--- config.mk ---
export PLATFORM = sky130hd
export DESIGN_NAME = acs_sequencer
export DESIGN_NICKNAME = d
export VERILOG_FILES = /design/src/hdl/acs_pkg.sv /design/src/hdl/acs_sequencer.sv /design/src/hdl/acs_clk_div.sv
export SDC_FILE = /design/constraint.sdc
export NUM_CORES = 1
export LEC_CHECK = 0
export BUFFER_PORTS_ARGS = -buffer_cell sky130_fd_sc_hd__buf_4
export CAP_MARGIN = 20
export CORE_MARGIN = 3
export CORE_UTILIZATION = 30
export CTS_CLUSTER_SIZE = 30
export DETAILED_ROUTE_END_ITERATION = 10
export SLEW_MARGIN = 20
export SYNTH_ARGS = -nofsm -noshare
export SYNTH_HDL_FRONTEND = slang
export SYNTH_HIERARCHICAL = 1
export SYNTH_SLANG_ARGS = --single-unit
--- constraint.sdc ---
create_clock -name hclk -period 2.9 [get_ports hclk]
set_input_delay 0.58 -clock hclk [delete_from_list [all_inputs] [get_ports hclk]]
set_output_delay 0.58 -clock hclk [all_outputs]
set_load 0.05 [all_outputs]
--- src/hdl/acs_pkg.sv ---
package acs_pkg;
    // register byte offsets
    localparam logic [7:0] ADDR_CTRL0   = 8'h00;
    localparam logic [7:0] ADDR_CTRL1   = 8'h04;
    localparam logic [7:0] ADDR_RES_HI  = 8'h08;
    localparam logic [7:0] ADDR_RES_LO  = 8'h0C;
    localparam logic [7:0] ADDR_IRQ_ST  = 8'h10;
    localparam logic [7:0] ADDR_IRQ_MSK = 8'h14;
    localparam logic [7:0] ADDR_IRQ_GLB = 8'h18;
    // conv_control_0 fields
    localparam int C0_START   = 0;
    localparam int C0_POWER   = 1;
    localparam int C0_FORMAT  = 2;
    localparam int C0_BUSY    = 3;
    localparam int C0_CHAN_LO = 4;
    localparam int C0_CHAN_HI = 7;
    // conv_control_1 fields
    localparam int C1_DIV_LO  = 0;
    localparam int C1_DIV_HI  = 2;
    localparam int C1_SRC_LO  = 4;
    localparam int C1_SRC_HI  = 7;
    localparam int C1_REF_LO  = 8;
    localparam int C1_REF_HI  = 9;
    localparam int C1_GAIN_LO = 10;
    localparam int C1_GAIN_HI = 12;
    localparam int C1_PGA_LO  = 13;
    localparam int C1_PGA_HI  = 14;
    // interrupt bit positions
    localparam int IRQ_DONE   = 0;
    // reset values
    localparam logic [7:0]  CTRL0_RST = 8'h00;
    localparam logic [14:0] CTRL1_RST = 15'h0000;
    // conversion timing in conversion-clock cycles
    localparam int SAMPLE_CYCLES  = 4;
    localparam int CONVERT_CYCLES = 12;
    localparam int TOTAL_CYCLES   = SAMPLE_CYCLES + CONVERT_CYCLES;
    localparam logic [3:0] LAST_SAMPLE = 4'(SAMPLE_CYCLES - 1);
    localparam logic [3:0] LAST_CONV   = 4'(TOTAL_CYCLES - 1);
    // highest external channel number
    localparam logic [3:0] EXT_CHAN_MAX = 4'hB;
    localparam logic [11:0] FULL_SCALE  = 12'hFFF;
    // sequencer states
    typedef enum logic [1:0] {
        ST_IDLE,
        ST_ARMED,
        ST_SAMPLE,
        ST_CONVERT
    } acs_state_type;
endpackage : acs_pkg

--- src/hdl/acs_sequencer.sv ---
// Our own choices: the placing of the registers and the AHB-Lite register port.
`timescale 1ns/1ps
// Notes on behaviour
// - conversion is 4 sample cycles then 12 convert cycles, 16 in total.
// - conversion runs in hardware with no further bus activity needed.
// - start bit written high then low starts one conversion.
// - busy flag is high during conversion and low once it completes.
// - after busy falls the result is readable in two byte registers.
// - interrupt line needs both global and converter enables set.
// - power enable low switches converter off; software sets it before use.
// - external source routes the channel chosen by channel select.
// - internal source disconnects every external channel.
// - result format bit arranges the 12 bits across both bytes.
// - reference select, amplifier input and gain come from software.
// - result is a 12-bit unsigned code, full scale FFF hex.
// - one code step is reference over 4096.
// - completion sets interrupt flag; a successful start sets busy.
// - conversion clock is system clock divided by 1 up to 128.
module acs_sequencer
    import acs_pkg::*;
(
    input  wire logic        hclk,                 // system clock
    input  wire logic        hresetn,              // async reset, low
    input  wire logic        hsel,                 // slave select
    input  wire logic [31:0] haddr,                // byte address
    input  wire logic [1:0]  htrans,               // transfer type
    input  wire logic        hwrite,               // write when high
    input  wire logic [2:0]  hsize,                // transfer size
    input  wire logic [31:0] hwdata,               // write data
    input  wire logic        hready,               // bus ready
    output logic [31:0]      hrdata,               // read data
    output logic             hreadyout,            // slave ready
    output logic             hresp,                // response, always okay
    input  wire logic [11:0] core_code,            // code from analog core
    output logic             core_power_on,        // analog power
    output logic             core_sample,          // sampling phase
    output logic             core_convert,         // conversion phase
    output logic             core_conv_clk,        // conversion clock tick
    output logic             ext_channel_connect,  // external channel routed
    output logic [3:0]       ext_channel_out,      // routed channel number
    output logic [3:0]       input_source_out,     // input source code
    output logic [1:0]       reference_source_out, // reference select
    output logic [2:0]       pga_gain_out,         // amplifier gain
    output logic [1:0]       pga_input_out,        // amplifier input
    output logic             irq                   // level interrupt
);
    // register state
    logic [7:0]    ctrl0_r;
    logic [7:0]    ctrl0_nxt;
    logic [14:0]   ctrl1_r;
    logic [14:0]   ctrl1_nxt;
    logic [11:0]   result_r;
    logic [11:0]   result_nxt;
    logic          irq_st_r;
    logic          irq_st_nxt;
    logic          irq_msk_r;
    logic          irq_msk_nxt;
    logic          irq_glb_r;
    logic          irq_glb_nxt;
    logic          start_seen_r;
    logic          start_seen_nxt;
    logic          busy_r;
    logic          busy_nxt;
    logic [3:0]    phase_cnt_r;
    logic [3:0]    phase_cnt_nxt;
    acs_state_type state_r;
    acs_state_type state_nxt;
    // bus pipeline
    logic          wr_pend_r;
    logic [7:0]    wr_addr_r;
    logic [31:0]   rdata_r;
    logic [31:0]   rdata_nxt;

    // decoded bus wires
    wire           addr_phase = hsel && htrans[1] && hready;
    wire           rd_take    = addr_phase && !hwrite;
    wire           wr_ctrl0   = wr_pend_r && (wr_addr_r == ADDR_CTRL0);
    wire           wr_ctrl1   = wr_pend_r && (wr_addr_r == ADDR_CTRL1);
    wire           wr_irq_st  = wr_pend_r && (wr_addr_r == ADDR_IRQ_ST);
    wire           wr_irq_msk = wr_pend_r && (wr_addr_r == ADDR_IRQ_MSK);
    wire           wr_irq_glb = wr_pend_r && (wr_addr_r == ADDR_IRQ_GLB);
    wire [7:0]     rd_addr    = haddr[7:0];

    // control fields
    wire           start_bit  = ctrl0_r[C0_START];
    wire           power_en   = ctrl0_r[C0_POWER];
    wire           format_sel = ctrl0_r[C0_FORMAT];
    wire [3:0]     chan_sel   = ctrl0_r[C0_CHAN_HI:C0_CHAN_LO];
    wire [2:0]     div_sel    = ctrl1_r[C1_DIV_HI:C1_DIV_LO];
    wire [3:0]     src_sel    = ctrl1_r[C1_SRC_HI:C1_SRC_LO];

    // conversion clock enable
    logic          conv_tick;

    acs_clk_div #(
        .SEL_W (3),
        .CNT_W (7)
    ) u_div (
        .hclk    (hclk),
        .hresetn (hresetn),
        .run     (power_en),
        .div_sel (div_sel),
        .tick    (conv_tick)
    );

    // start pulse: high seen, then low completes the request
    wire           start_fall = start_seen_r && !start_bit;
    // conversion ends on the last tick of the convert phase
    wire           conv_done  = (state_r == ST_CONVERT) && conv_tick
                                && (phase_cnt_r == LAST_CONV);

    // input routing: external codes are 0000, 0100 and 11xx
    wire           src_is_ext = (src_sel == 4'h0) || (src_sel == 4'h4)
                                || (src_sel[3:2] == 2'b11);
    assign ext_channel_connect = src_is_ext && (chan_sel <= EXT_CHAN_MAX)
                                 && power_en;
    assign ext_channel_out     = ext_channel_connect ? chan_sel : 4'h0;
    assign input_source_out    = src_sel;
    assign reference_source_out = ctrl1_r[C1_REF_HI:C1_REF_LO];
    assign pga_gain_out        = ctrl1_r[C1_GAIN_HI:C1_GAIN_LO];
    assign pga_input_out       = ctrl1_r[C1_PGA_HI:C1_PGA_LO];

    // analog core strobes
    assign core_power_on = power_en;
    assign core_sample   = (state_r == ST_SAMPLE);
    assign core_convert  = (state_r == ST_CONVERT);
    assign core_conv_clk = conv_tick;

    // result byte arrangement by format bit
    wire [7:0]     res_hi = format_sel ? {4'h0, result_r[11:8]}
                                       : result_r[11:4];
    wire [7:0]     res_lo = format_sel ? result_r[7:0]
                                       : {result_r[3:0], 4'h0};

    // bus outputs; every transfer completes at once with okay
    assign hreadyout = 1'b1;
    assign hresp     = 1'b0;
    assign hrdata    = rdata_r;

    // interrupt needs the flag, its mask and the global enable
    assign irq = irq_st_r && irq_msk_r && irq_glb_r;

    // sequencer next state
    always_comb begin
        state_nxt     = state_r;
        phase_cnt_nxt = phase_cnt_r;
        busy_nxt      = busy_r;
        case (state_r)
            ST_IDLE: begin
                if (start_fall && power_en) begin
                    state_nxt = ST_ARMED;
                end
            end
            ST_ARMED: begin
                if (conv_tick) begin
                    state_nxt     = ST_SAMPLE;
                    phase_cnt_nxt = 4'h0;
                    busy_nxt      = 1'b1;
                end
            end
            ST_SAMPLE: begin
                if (conv_tick) begin
                    phase_cnt_nxt = phase_cnt_r + 4'h1;
                    if (phase_cnt_r == LAST_SAMPLE) begin
                        state_nxt = ST_CONVERT;
                    end
                end
            end
            ST_CONVERT: begin
                if (conv_tick) begin
                    phase_cnt_nxt = phase_cnt_r + 4'h1;
                    if (phase_cnt_r == LAST_CONV) begin
                        state_nxt     = ST_IDLE;
                        phase_cnt_nxt = 4'h0;
                        busy_nxt      = 1'b0;
                    end
                end
            end
            default: begin
                state_nxt     = ST_IDLE;
                phase_cnt_nxt = 4'h0;
                busy_nxt      = 1'b0;
            end
        endcase
        // power off or a new start high abandons the conversion
        if (!power_en || (start_bit && state_r != ST_IDLE)) begin
            state_nxt     = ST_IDLE;
            phase_cnt_nxt = 4'h0;
            busy_nxt      = 1'b0;
        end
    end

    // start edge tracking
    always_comb begin
        start_seen_nxt = start_seen_r;
        if (start_bit) begin
            start_seen_nxt = 1'b1;
        end else if (start_seen_r) begin
            start_seen_nxt = 1'b0;
        end
    end

    // result capture only at conversion end
    // core code is taken as is: one step is reference over 4096, with no clamping applied
    assign result_nxt = conv_done ? core_code : result_r;

    // register writes
    assign ctrl0_nxt   = wr_ctrl0 ? {hwdata[7:4], 1'b0, hwdata[2:0]} : ctrl0_r;
    // bit 3 is unused and always stored as zero
    assign ctrl1_nxt   = wr_ctrl1 ? {hwdata[14:4], 1'b0, hwdata[2:0]}
                                  : ctrl1_r;
    assign irq_msk_nxt = wr_irq_msk ? hwdata[IRQ_DONE] : irq_msk_r;
    assign irq_glb_nxt = wr_irq_glb ? hwdata[IRQ_DONE] : irq_glb_r;
    // completion sets the flag; a set beats a one written to clear
    assign irq_st_nxt  = conv_done ? 1'b1
                         : (wr_irq_st && hwdata[IRQ_DONE]) ? 1'b0
                         : irq_st_r;

    // read mux, registered at the address phase
    always_comb begin
        rdata_nxt = rdata_r;
        if (rd_take) begin
            case (rd_addr)
                ADDR_CTRL0:   rdata_nxt = {24'h0, ctrl0_r[7:4], busy_r,
                                           ctrl0_r[2:0]};
                ADDR_CTRL1:   rdata_nxt = {17'h0, ctrl1_r};
                ADDR_RES_HI:  rdata_nxt = {24'h0, res_hi};
                ADDR_RES_LO:  rdata_nxt = {24'h0, res_lo};
                ADDR_IRQ_ST:  rdata_nxt = {31'h0, irq_st_r};
                ADDR_IRQ_MSK: rdata_nxt = {31'h0, irq_msk_r};
                ADDR_IRQ_GLB: rdata_nxt = {31'h0, irq_glb_r};
                default:      rdata_nxt = 32'h0000_0000;
            endcase
        end
    end

    // bus address phase capture
    always_ff @(posedge hclk or negedge hresetn) begin
        if (!hresetn) begin
            wr_pend_r <= 1'b0;
            wr_addr_r <= 8'h00;
            rdata_r   <= 32'h0000_0000;
        end else begin
            wr_pend_r <= addr_phase && hwrite;
            wr_addr_r <= rd_addr;
            rdata_r   <= rdata_nxt;
        end
    end

    // software registers
    always_ff @(posedge hclk or negedge hresetn) begin
        if (!hresetn) begin
            ctrl0_r   <= CTRL0_RST;
            ctrl1_r   <= CTRL1_RST;
            irq_st_r  <= 1'b0;
            irq_msk_r <= 1'b0;
            irq_glb_r <= 1'b0;
        end else begin
            ctrl0_r   <= ctrl0_nxt;
            ctrl1_r   <= ctrl1_nxt;
            irq_st_r  <= irq_st_nxt;
            irq_msk_r <= irq_msk_nxt;
            irq_glb_r <= irq_glb_nxt;
        end
    end

    // sequencer state
    always_ff @(posedge hclk or negedge hresetn) begin
        if (!hresetn) begin
            state_r      <= ST_IDLE;
            phase_cnt_r  <= 4'h0;
            busy_r       <= 1'b0;
            start_seen_r <= 1'b0;
            result_r     <= 12'h000;
        end else begin
            state_r      <= state_nxt;
            phase_cnt_r  <= phase_cnt_nxt;
            busy_r       <= busy_nxt;
            start_seen_r <= start_seen_nxt;
            result_r     <= result_nxt;
        end
    end
endmodule : acs_sequencer

--- src/hdl/acs_clk_div.sv ---
`timescale 1ns/1ps
// conversion clock enable: one tick every 2**div_sel system clocks
module acs_clk_div
    import acs_pkg::*;
#(
    parameter int SEL_W = 3,
    parameter int CNT_W = 7
) (
    input  wire logic             hclk,     // system clock
    input  wire logic             hresetn,  // async reset, low
    input  wire logic             run,      // count while high
    input  wire logic [SEL_W-1:0] div_sel,  // division code
    output logic                  tick      // conversion clock edge
);
    logic [CNT_W-1:0] cnt_r;
    logic [CNT_W-1:0] cnt_nxt;
    logic [CNT_W-1:0] limit;

    // terminal count per code: 0 gives no division, each code doubles
    assign limit   = CNT_W'((1 << div_sel) - 1);
    assign tick    = run && (cnt_r >= limit);
    assign cnt_nxt = (!run || tick) ? '0 : cnt_r + CNT_W'(1);

    // free counter
    always_ff @(posedge hclk or negedge hresetn) begin
        if (!hresetn) begin
            cnt_r <= '0;
        end else begin
            cnt_r <= cnt_nxt;
        end
    end
endmodule : acs_clk_div

==> summary.md, run 1 <==
| Metric | Value |
|---|---|
| Status | `completed` |
| RSZ-0062 raised after global routing | `false` |
| WL met3 | `451 um` |
| Fin util | `38.8%` |
| Worst stage delay on the critical path | `380 ps` |
| Layout area overhead | `25.5%` |
| Final instance area | `4940 um2` |
| Largest net degree at the start of global routing | `76` |
| Core Region | `12,700 um2` |
| Bufs and invs on worst path | `2` |
| Chip height | `121 um` |
| Final period utilization | `95.7%` |
| Worst R2R Path Depth | `14` |
| Post-route setup slack | `124 ps` |
| Synthesized area | `3940 um2` |
| Worst Clk Skew | `6.45 ps` |
| Overall Global Routing Usage | `12.9%` |
| Fillers | `1,298` |
| IO Pins | `141` |
| Met1 Wirelength | `4160 um` |
| Post-synth EDFFs | `0` |
| # DRC | `0` |
| DP Wirelength | `6670 um` |
| Initial Util | `30.9%` |
| CP Data Required Time | `2320 ps` |
| CP Max Fanout | `2` |
| Synth warn | `6` |
| Final Hold Fails | `0` |
| DP Cell Count | `589` |
| WHS Endpoint | `wr_addr_r[5]$_DFF_PN0_` |
| Slew Viols, Final | `0` |
| Post-synth top flop | `dfrtp_1` |
| TritonCTS Buffers | `9` |
| CTS sink cnt | `75` |
| Longest Clk Path Bufs | `2` |
| Die extent in x | `121 um` |
| Vias per inst | `4.69` |
| Gr ovfl total | `0` |
| CTS tree | `built` |
| Hold Crit Depth | `1` |
| VDD IR max | `210 uV` |
| First-pass GRT wire length | `14,600 um` |
| I/O Buffers | `75` |
| Power Density | `526 nW/um2` |
| Max-Cap Viols | `0` |
| Wire per inst | `14.8 um` |
| R2r setup slk | `220 ps` |
| Root Driver | `clkbuf_16` |
| Diodes inserted | `0` |
| Crit end category | `primary output` |
| Setup TNS | `0 ps` |
| Met2 WL | `4280 um` |
| Starting DRT DRC Count | `103` |
| Final setup violation count | `0` |
| Number of synthesized register bits | `75` |
| Distinct cell type count after synthesis | `57` |
| Pre-CTS setup slack | `176 ps` |
| Seq/Total Area, Yosys | `47.7%` |
| Initial DRT Pass Iterations | `4` |
| Layout cell share with drive strength beyond 1 | `35.7%` |
| Rows | `41` |
| F_max | `0.360 GHz` |
| Final cell count without fillers | `609` |
| Slew HR | `37.1%` |
| CP startpoint kind | `flip-flop` |
| Dpl cell area | `4580 um2` |
| Final WL | `9030 um` |
| Critical path cell sequence | `or3_1, ha_1, nor2b_2, o21ai_2, a41oi_2, nor2b_4, buf_4, buf_6` |
| Initial antenna violation count | `0` |
| Post-DRT Antenna Nets | `0` |
| Worst-path clk slew | `60 ps` |
| Die area | `14,500 um2` |
| R2r startpoint | `ctrl1_r[1]$_DFFE_PN0P_` |
| H-tree levels | `3` |
| Cells after Synth | `357` |
| Least-Margin Pin Slew | `943 ps` |
| Global placement routability congestion | `0.796` |
| Ys async rst share | `100%` |
| Worst skew pair latency | `340 ps` |
| Hold wc startpoint | `haddr[5]` |
| Mean area per synthesized cell | `11.0 um2` |
| Layout Nets | `532` |
| Total power draw | `2.60 mW` |
| Leak Pwr | `2.37 nW` |
| Hold Path Class | `input pin to flip-flop` |
| Worst path slowest cell | `dfrtp_1` |
| Vias in the first global route | `2,783` |
| Detailed-route via count | `2,855` |
| Highest routed metal layer | `met4` |
| Min Hold Slack | `365 ps` |
| Period minus WS final | `2780 ps` |
| Reg2reg end | `result_r[11]$_DFFE_PN0P_` |
| Hold-fix buffers at CTS | `0` |
| Critical path type | `flip-flop to primary output` |
| CP arrival | `2200 ps` |
| Largest delay share family, worst path | `simple AND/OR/NAND/NOR gates` |
[power breakdown]
group	internal, mW	total [mW]	switching [mW]	leakage [nW]
clock network	0.756	1.19	0.437	0.157
logic	0.110	0.298	0.188	1.24
registers	1.08	1.11	0.0304	0.976
[worst max-delay path by stage]
stage	startpoint	to	slack [ps]	cells after the start
finish	ctrl1_r[0]$_DFFE_PN0P_	core_conv_clk	120	8
global route	ctrl1_r[0]$_DFFE_PN0P_	state_r[1]$_DFFE_PN0P_	20	11
CTS	ctrl1_r[1]$_DFFE_PN0P_	core_conv_clk	90	9
detailed placement	ctrl1_r[2]$_DFFE_PN0P_	state_r[0]$_DFFE_PN0P_	180	10
global placement	ctrl1_r[2]$_DFFE_PN0P_	state_r[0]$_DFFE_PN0P_	170	10
floorplan	ctrl1_r[2]$_DFFE_PN0P_	state_r[0]$_DFFE_PN0P_	-20	11
[state kept, by name, summed over array words and instances, names as in the netlist]
register / flops
busy_r: 1
ctrl0_r: 7
ctrl1_r: 14
hrdata: 15
irq_glb_r: 1
irq_msk_r: 1
irq_st_r: 1
phase_cnt_r: 4
result_r: 12
start_seen_r: 1
state_r: 2
u_div/cnt_r: 7
wr_addr_r: 8
wr_pend_r: 1
[kinds of logic after synthesis]
family          synth area share (%)
simple gates                    13.2
flops                           47.7
compound gates                  11.0
buf+inv                         8.39
mux                             14.0
fa+ha+maj                       4.45
xor+xnor                        1.11
other cells                    0.191
[cells in the final DEF (no fill, tap or decap), types with 4 or more instances in the layout]
cell,Yosys,layout
or3_1,6,6
nand3_1,7,7
o21ai_0,14,13
a22o_1,8,8
mux2_4,7,7
and2_1,5,5
ha_1,14,14
mux2_2,29,29
mux2i_1,12,12
buf_4,31,86
a21oi_1,16,16
dfrtp_1,75,75
nand2b_1,4,4
nand2_1,21,21
conb_1,2,19
inv_1,14,14
nor2_1,23,23
clkbuf_16,0,9
[synthesized netlist by cell type (8+ instances only)]
cell type	count	area share, %
mux2_2	29	8.3
dfrtp_1	75	48
nand2_1	21	2.0
inv_1	14	1.3
a21oi_1	16	2.0
nor2_1	23	2.2
a22o_1	8	1.8
mux2i_1	12	3.1
ha_1	14	4.5
o21ai_0	14	1.8
buf_4	31	5.9
[layout make-up]
type,count,area (um2),area share [%]
flip-flops and latches,75,1880,38.0
multi-input cells,244,1810,36.7
repair buffers,88,668,13.5
clock buffers,10,229,4.64
well taps,172,215,4.36
clock inverters,6,87.6,1.77
inverters,14,52.6,1.06
[routing by layer]
metal / GRT usage [%] / up-vias
li1: - / 1370
met1: 17.1 / 1404
met2: 20.1 / 70
met3: 3.37 / 11
met4: 4.89 / 0
met5: 0 / -
[what timing repair did]
item | CTS | global route
pin swaps | 0 | 8
resized for setup | 0 | 3
endpoints found under the hold margin | 0 | 0
buffers inserted | 3 | 2
cloned | 0 | 0
endpoints found under the setup margin | 1 | 2
(Power assumes the default switching activity.)
==> inputs of run 2 (changes only) <==
--- a/config.mk
+++ b/config.mk
@@ -11,8 +11,10 @@
 export CORE_UTILIZATION = 30
 export CTS_CLUSTER_SIZE = 30
 export DETAILED_ROUTE_END_ITERATION = 10
+export PLACE_DENSITY = 0.5
 export SLEW_MARGIN = 20
 export SYNTH_ARGS = -nofsm -noshare
 export SYNTH_HDL_FRONTEND = slang
 export SYNTH_HIERARCHICAL = 1
 export SYNTH_SLANG_ARGS = --single-unit
+export TNS_END_PERCENT = 5
==> constraint.sdc (replaced) <==
create_clock -name hclk -period 2.64 [get_ports hclk]
set_input_delay 0.528 -clock hclk [delete_from_list [all_inputs] [get_ports hclk]]
set_output_delay 0.528 -clock hclk [all_outputs]
set_load 0.05 [all_outputs]
==> summary.md, run 2 (synthesis results as in run 1) <==
| Metric | Value |
|---|---|
| Initial DRT Pass Iterations | `6 (+2)` |
| Critical path type | `flip-flop to flip-flop` |
| Final period utilization | `106%` |
| Worst R2R Path Depth | `11 (-3)` |
| CP Max Fanout | `4 (+2)` |
| Detailed-route via count | `2,852 (-0.11%)` |
| Most frequent cells in the layout | `buf_4 (90), dfrtp_1 (75), mux2_2 (29), nor2_1 (23), nand2_1 (20)` |
| Fillers | `1,278 (-1.5%)` |
| Seq. cell area | `1880 um2 (unchanged)` |
| Worst Clk Skew | `7.15 ps (+0.693 ps)` |
| Worst skew pair latency | `330 ps (about the same)` |
| Post-DRT Antenna Nets | `0 (unchanged)` |
| Core Region | `12,700 um2 (unchanged)` |
| Number of flip-flops in the largest register | `15 (unchanged)` |
| # DRC | `0 (unchanged)` |
| Die area | `14,500 um2 (unchanged)` |
| Status | `complete, but fails checks` |
| Root Driver | `clkbuf_16` |
| Diodes inserted | `0 (unchanged)` |
| F_max | `0.357 GHz` |
| Layout cell share with drive strength beyond 1 | `37.5% (+1.8 points)` |
| Leak Pwr | `2.40 nW (+1.4%)` |
| CP Data Required Time | `2850 ps (+530 ps)` |
| Hold Path Class | `input pin to async pin` |
| TritonCTS Buffers | `9 (unchanged)` |
| Initial Util | `30.9% (unchanged)` |
| Failing checks | `negative setup slack` |
| DP Wirelength | `6850 um (+2.7%)` |
| First-pass GRT wire length | `15,200 um (+4.1%)` |
| Post-route setup slack | `-162 ps (-286 ps)` |
| CP startpoint kind | `flip-flop` |
| Slew Viols, Final | `0 (unchanged)` |
| Largest net degree at the start of global routing | `76 (unchanged)` |
| Least-Margin Pin Slew | `522 ps (-422 ps)` |
| VDD IR max | `225 uV (+7.4%)` |
| Max-Cap Viols | `0 (unchanged)` |
| CP arrival | `3020 ps (+820 ps)` |
| Initial antenna violation count | `0 (unchanged)` |
| Rows | `41 (unchanged)` |
| Final cell count without fillers | `615 (+0.99%)` |
| CTS sink cnt | `75 (unchanged)` |
| R2r startpoint | `ctrl1_r[0]$_DFFE_PN0P_` |
| Reg2reg end | `state_r[1]$_DFFE_PN0P_` |
| Global placement routability congestion | `0.754 (-5.2%)` |
| DP Cell Count | `595 (+1.0%)` |
| Overall Global Routing Usage | `13.3% (+0.47 points)` |
| Vias in the first global route | `2,900 (+4.2%)` |
| Longest Clk Path Bufs | `2 (unchanged)` |
| Power Density | `551 nW/um2 (+4.8%)` |
| I/O Buffers | `75 (unchanged)` |
| H-tree levels | `3 (unchanged)` |
| IO Pins | `141 (unchanged)` |
| Final setup violation count | `15 (+15)` |
| Gr ovfl total | `0 (unchanged)` |
| Worst-path clk slew | `60 ps (about the same)` |
| Vias per inst | `4.64 (-1.1%)` |
| Final Hold Fails | `0 (unchanged)` |
| Layout Nets | `539 (+1.3%)` |
| Crit end category | `flip-flop` |
| Slew HR | `65.2% (+28 points)` |
| R2r setup slk | `-160 ps (-380 ps)` |
| Chip height | `121 um (unchanged)` |
| Period minus WS final | `2800 ps` |
| RSZ-0062 raised after global routing | `true` |
| Most common cell after layout, fill and taps aside | `buf_4` |
| Final WL | `9270 um (+2.7%)` |
| Area of the multi-input gates | `1830 um2 (+1.1%)` |
| Wire per inst | `15.1 um (+1.7%)` |
| Layout area overhead | `27.8%` |
| Setup TNS | `-1810 ps (-1810 ps)` |
| Die extent in x | `121 um (unchanged)` |
| CTS tree | `built` |
| Starting DRT DRC Count | `88 (-15%)` |
## run 2: changes by cell type in the layout (fill, tap and decap cells not counted), sizes merged
cell / previous run / this run
buf: 88 / 95
bufinv: 2 / 1
clkbuf: 10 / 11
clkinvlp: 0 / 1
inv: 16 / 14
## run 2: worst max path at each step
stage                      startpoint                endpoint
2_1_floorplan  ctrl1_r[2]$_DFFE_PN0P_  state_r[1]$_DFFE_PN0P_
5_1_grt        ctrl1_r[0]$_DFFE_PN0P_  state_r[1]$_DFFE_PN0P_
3_5_place_dp   ctrl1_r[0]$_DFFE_PN0P_  state_r[1]$_DFFE_PN0P_
3_3_place_gp   ctrl1_r[0]$_DFFE_PN0P_  state_r[1]$_DFFE_PN0P_
4_1_cts        ctrl1_r[1]$_DFFE_PN0P_           core_conv_clk
6_report       ctrl1_r[0]$_DFFE_PN0P_  state_r[1]$_DFFE_PN0P_
## run 2: stage by stage
| stage | power (mW) | util [%] | hold WS [ps] | setup WS [ps] | area (um2) |
|---|---|---|---|---|---|
| global route | 2.89 | 39.5 | 242 | -324 | 5030 |
| global placement | 1.57 | 36.6 | 477 | -35.5 | 4650 |
| CTS | 2.82 | 39.2 | 228 | -131 | 4990 |
| finish | 2.77 | 39.5 | 212 | -162 | 5030 |
| floorplan | 1.46 | - | 232 | -270 | 4030 |
| detailed placement | 1.57 | 36.6 | 486 | -26.4 | 4650 |
## run 2: what timing repair did
item	CTS	global route
resized for setup	5	6
buffers inserted	2	3
setup endpoints to repair	3	15
pin swaps	5	8
hold buffers	0	0
cloned	0	0
## run 2: power by group
part / internal, mW / switching (mW) / total, mW / leakage [nW]
logic: 0.131 / 0.209 / 0.340 / 1.29
registers: 1.18 / 0.0339 / 1.22 / 0.976
clock network: 0.752 / 0.465 / 1.22 / 0.142
## run 2: per-layer routing
metal  GRT usage (%)  vias to the layer above  routed length, um
met5               0                        -                  0
met4            6.30                        0                203
met3            2.90                       13                436
met2            20.5                       73               4260
met1            17.9                     1375               4370
li1                -                     1391                  -
## run 2: final cells by class
| class | instances | area share [%] |
|---|---|---|
| clock buffer | 11 | 4.82 |
| clock inverter | 4 | 1.02 |
| inverter | 14 | 1.04 |
| multi-input combinational | 244 | 36.4 |
| sequential | 75 | 37.3 |
| tap | 172 | 4.28 |
| timing repair buffer | 95 | 15.1 |
## run 2: worst max-delay path, cell delays in order (launching register included)
cell	delay [ps]
dfrtp_1	380
or3_4	400
ha_4	270
nor2b_2	30
o21ai_2	150
a41oi_2	150
nor2b_4	200
buf_12	120
nand4_1	120
a222oi_1	430
o21ai_1	160
a31o_2	270
==> inputs of run 3 (changes only) <==
--- a/config.mk
+++ b/config.mk
@@ -5,13 +5,14 @@
 export SDC_FILE = /design/constraint.sdc
 export NUM_CORES = 1
 export LEC_CHECK = 0
+export ABC_AREA = 1
 export BUFFER_PORTS_ARGS = -buffer_cell sky130_fd_sc_hd__buf_4
 export CAP_MARGIN = 20
 export CORE_MARGIN = 3
 export CORE_UTILIZATION = 30
 export CTS_CLUSTER_SIZE = 30
 export DETAILED_ROUTE_END_ITERATION = 10
-export PLACE_DENSITY = 0.5
+export PLACE_DENSITY = 0.49
 export SLEW_MARGIN = 20
 export SYNTH_ARGS = -nofsm -noshare
 export SYNTH_HDL_FRONTEND = slang
==> summary.md, run 3 <==
| Metric | Value |
|---|---|
| Status | `completed` |
| Synth warn | `6 (unchanged)` |
| Worst skew pair latency | `340 ps (about the same)` |
| TritonCTS Buffers | `9 (unchanged)` |
| Layout area overhead | `22.2%` |
| Mean area per synthesized cell | `7.94 um2 (-28%)` |
| Initial Util | `31.2% (+0.29 points)` |
| Final period utilization | `95.8% (-10 points)` |
| F_max | `0.395 GHz (+11%)` |
| Vias in the first global route | `3,322 (+15%)` |
| Detailed-route via count | `3,478 (+22%)` |
| Top post-synthesis cells by count | `nand2_1 (148), dfrtp_1 (75), inv_1 (60)` |
| Total power draw | `3.51 mW (+26%)` |
| Max-Cap Viols | `0 (unchanged)` |
| Starting DRT DRC Count | `132 (+50%)` |
| Final Hold Fails | `0 (unchanged)` |
| Die extent in x | `124 um (+3.2%)` |
| Top cell type's share of synthesized area | `44.7% (-3.0 points)` |
| Worst-path clk slew | `60 ps (about the same)` |
| Largest net degree at the start of global routing | `76 (unchanged)` |
| Vias per inst | `4.48 (-3.4%)` |
| Rows | `42 (+2.4%)` |
| Worst Clk Skew | `8.33 ps (+1.19 ps)` |
| Post-synth top flop | `dfrtp_1` |
| Root Driver | `clkbuf_16` |
| Seq/Total Area, Yosys | `44.7% (-3.0 points)` |
| Core Region | `13,500 um2 (+5.7%)` |
| Wire per inst | `13.1 um (-13%)` |
| Critical path type | `flip-flop to primary output` |
| Ys async rst share | `100% (unchanged)` |
| Seq. cell area | `1880 um2 (+0.13%)` |
| Top-count cell post-synth | `nand2_1` |
| Yosys top cell by area | `dfrtp_1` |
| Crit end category | `primary output` |
| Most common cell after layout, fill and taps aside | `nand2_1` |
| Post-synth EDFFs | `0 (unchanged)` |
| Post CTS Setup Buffer Count | `0 (-2)` |
| Layout cell share with drive strength beyond 1 | `21.5% (-16 points)` |
| Synthesized area | `4200 um2 (+6.7%)` |
| Hold-fix buffers at CTS | `0 (unchanged)` |
| Initial DRT Pass Iterations | `4 (-2)` |
| CTS tree | `built` |
| Post_cts resized | `0 (-5)` |
| RSZ-0062 raised after global routing | `true` |
| Fin util | `38.2% (-1.4 points)` |
| Power Density | `683 nW/um2 (+24%)` |
| Layout Nets | `695 (+29%)` |
| Final instance area | `5140 um2 (+2.1%)` |
| # DRC | `0 (unchanged)` |
| Hold Path Class | `input pin to async pin` |
| CP arrival | `2000 ps (-1020 ps)` |
| Ranking of synthesized cells by area | `dfrtp_1 (45%), nand2_1 (13%), buf_4 (5.7%)` |
| Initial antenna violation count | `0 (unchanged)` |
| Number of synthesized register bits | `75 (unchanged)` |
| Gr ovfl total | `0 (unchanged)` |
| CP Data Required Time | `2110 ps (-740 ps)` |
| I/O Buffers | `75 (unchanged)` |
| Slew HR | `56.3% (-8.9 points)` |
| Cells after Synth | `529 (+48%)` |
| Post-route setup slack | `111 ps (+273 ps)` |
| Longest Clk Path Bufs | `2 (unchanged)` |
| Least-Margin Pin Slew | `650 ps (+129 ps)` |
| CP Max Fanout | `7 (+3)` |
| Pre-CTS setup slack | `155 ps (+181 ps)` |
| Dpl cell area | `4810 um2 (+3.5%)` |
| Post-DRT Antenna Nets | `0 (unchanged)` |
| Period minus WS final | `2530 ps (-273 ps)` |
| Most frequent cells in the layout | `nand2_1 (148), buf_4 (75), dfrtp_1 (73), inv_1 (60), nor2_1 (53)` |
| Setup TNS | `0 ps (+1810 ps)` |
| Number of flip-flops in the largest register | `15 (unchanged)` |
| Chip height | `124 um (+3.2%)` |
| CTS sink cnt | `75 (unchanged)` |
| Leak Pwr | `2.76 nW (+15%)` |
| Diodes inserted | `0 (unchanged)` |
| VDD IR max | `269 uV (+19%)` |
| Die area | `15,500 um2 (+6.4%)` |
| H-tree levels | `3 (unchanged)` |
| Overall Global Routing Usage | `13.5% (+0.13 points)` |
| First-pass GRT wire length | `16,800 um (+11%)` |
| Global placement routability congestion | `0.806 (+6.9%)` |
| DP Wirelength | `7650 um (+12%)` |
| Final setup violation count | `0 (-15)` |
| Final WL | `10,200 um (+9.9%)` |
| IO Pins | `141 (unchanged)` |
| Distinct cell type count after synthesis | `33 (-42%)` |
| Fillers | `1,433 (+12%)` |
| Area of the multi-input gates | `1880 um2 (+2.7%)` |
| CP startpoint kind | `flip-flop` |
| Slew Viols, Final | `0 (unchanged)` |
[run 3: changes by cell type after synthesis, sizes merged, moves of 7 or more]
cell / before / now
nor2: 23 / 56
or3: 7 / 0
nand3: 7 / 42
o21ai: 15 / 44
nand2: 21 / 151
mux2: 36 / 4
mux2i: 12 / 0
a22o: 8 / 0
inv: 14 / 61
[run 3: through the flow]
step                      hold WS [ps]  std cells
after floorplan                    232        546
after global placement             411        760
after detailed placement           412        760
after CTS                          219        776
after global routing               235        776
final                              204        776
[run 3: worst max-delay path: stages, from the launching register on]
cell      delay, ps
dfrtp_2         460
nor2_1          170
nand2_1          80
ha_1            270
inv_1            30
nand2_1          40
nand2_1          50
nand2_1          50
nand2_1         100
a21boi_4        210
buf_6           190
[run 3: power by group]
group	internal [mW]	switching (mW)	leakage [nW]
Sequential	1.25	0.107	0.838
Clock	0.748	0.525	0.149
Combinational	0.307	0.570	1.78
[run 3: final cells by class]
class,count,share of cell area [%]
clock inverter,7,1.63
clock buffer,9,4.38
inverter,62,4.53
tap,176,4.29
multi-input combinational,369,36.6
sequential,75,36.6
timing repair buffer,78,12.0
[run 3: cells by family (layout without fill, tap and decap cells)]
| logic type | Yosys count | count (layout) | synth area share [%] |
|---|---|---|---|
| AND/OR/NAND/NOR | 267 | 267 | 27.6 |
| buffers and inverters | 102 | 156 | 12.5 |
| flip-flops | 75 | 75 | 44.7 |
| AO/OA/AOI/OAI | 61 | 61 | 8.99 |
| adder cells (fa/ha/maj) | 14 | 14 | 4.17 |
| XOR/XNOR | 4 | 4 | 0.834 |
| multiplexers | 4 | 4 | 1.07 |
| other | 2 | 19 | 0.179 |
[run 3: per-layer routing]
layer	wire length [um]	track usage, %
met1	4990	19.0
met2	4570	20.3
met3	461	3.04
met4	164	4.84
met5	0	0
[run 3: path summary, 6_finish.rpt]
kind                                         from                  endpoint  slack [ps]  cells past startpoint
max                        ctrl1_r[1]$_DFFE_PN0P_             core_conv_clk         110                     10
min                                       hresetn  u_div/cnt_r[6]$_DFF_PN0_         200                      2
max reg2reg                ctrl1_r[1]$_DFFE_PN0P_  result_r[10]$_DFFE_PN0P_         160                     13
min reg2reg                ctrl0_r[0]$_DFFE_PN0P_    start_seen_r$_DFF_PN0_         430                      0
max in group asynchronous                 hresetn     hrdata[7]$_DFFE_PN0P_        2110                      2
min in group hclk                        haddr[1]    wr_addr_r[1]$_DFF_PN0_         320                      1
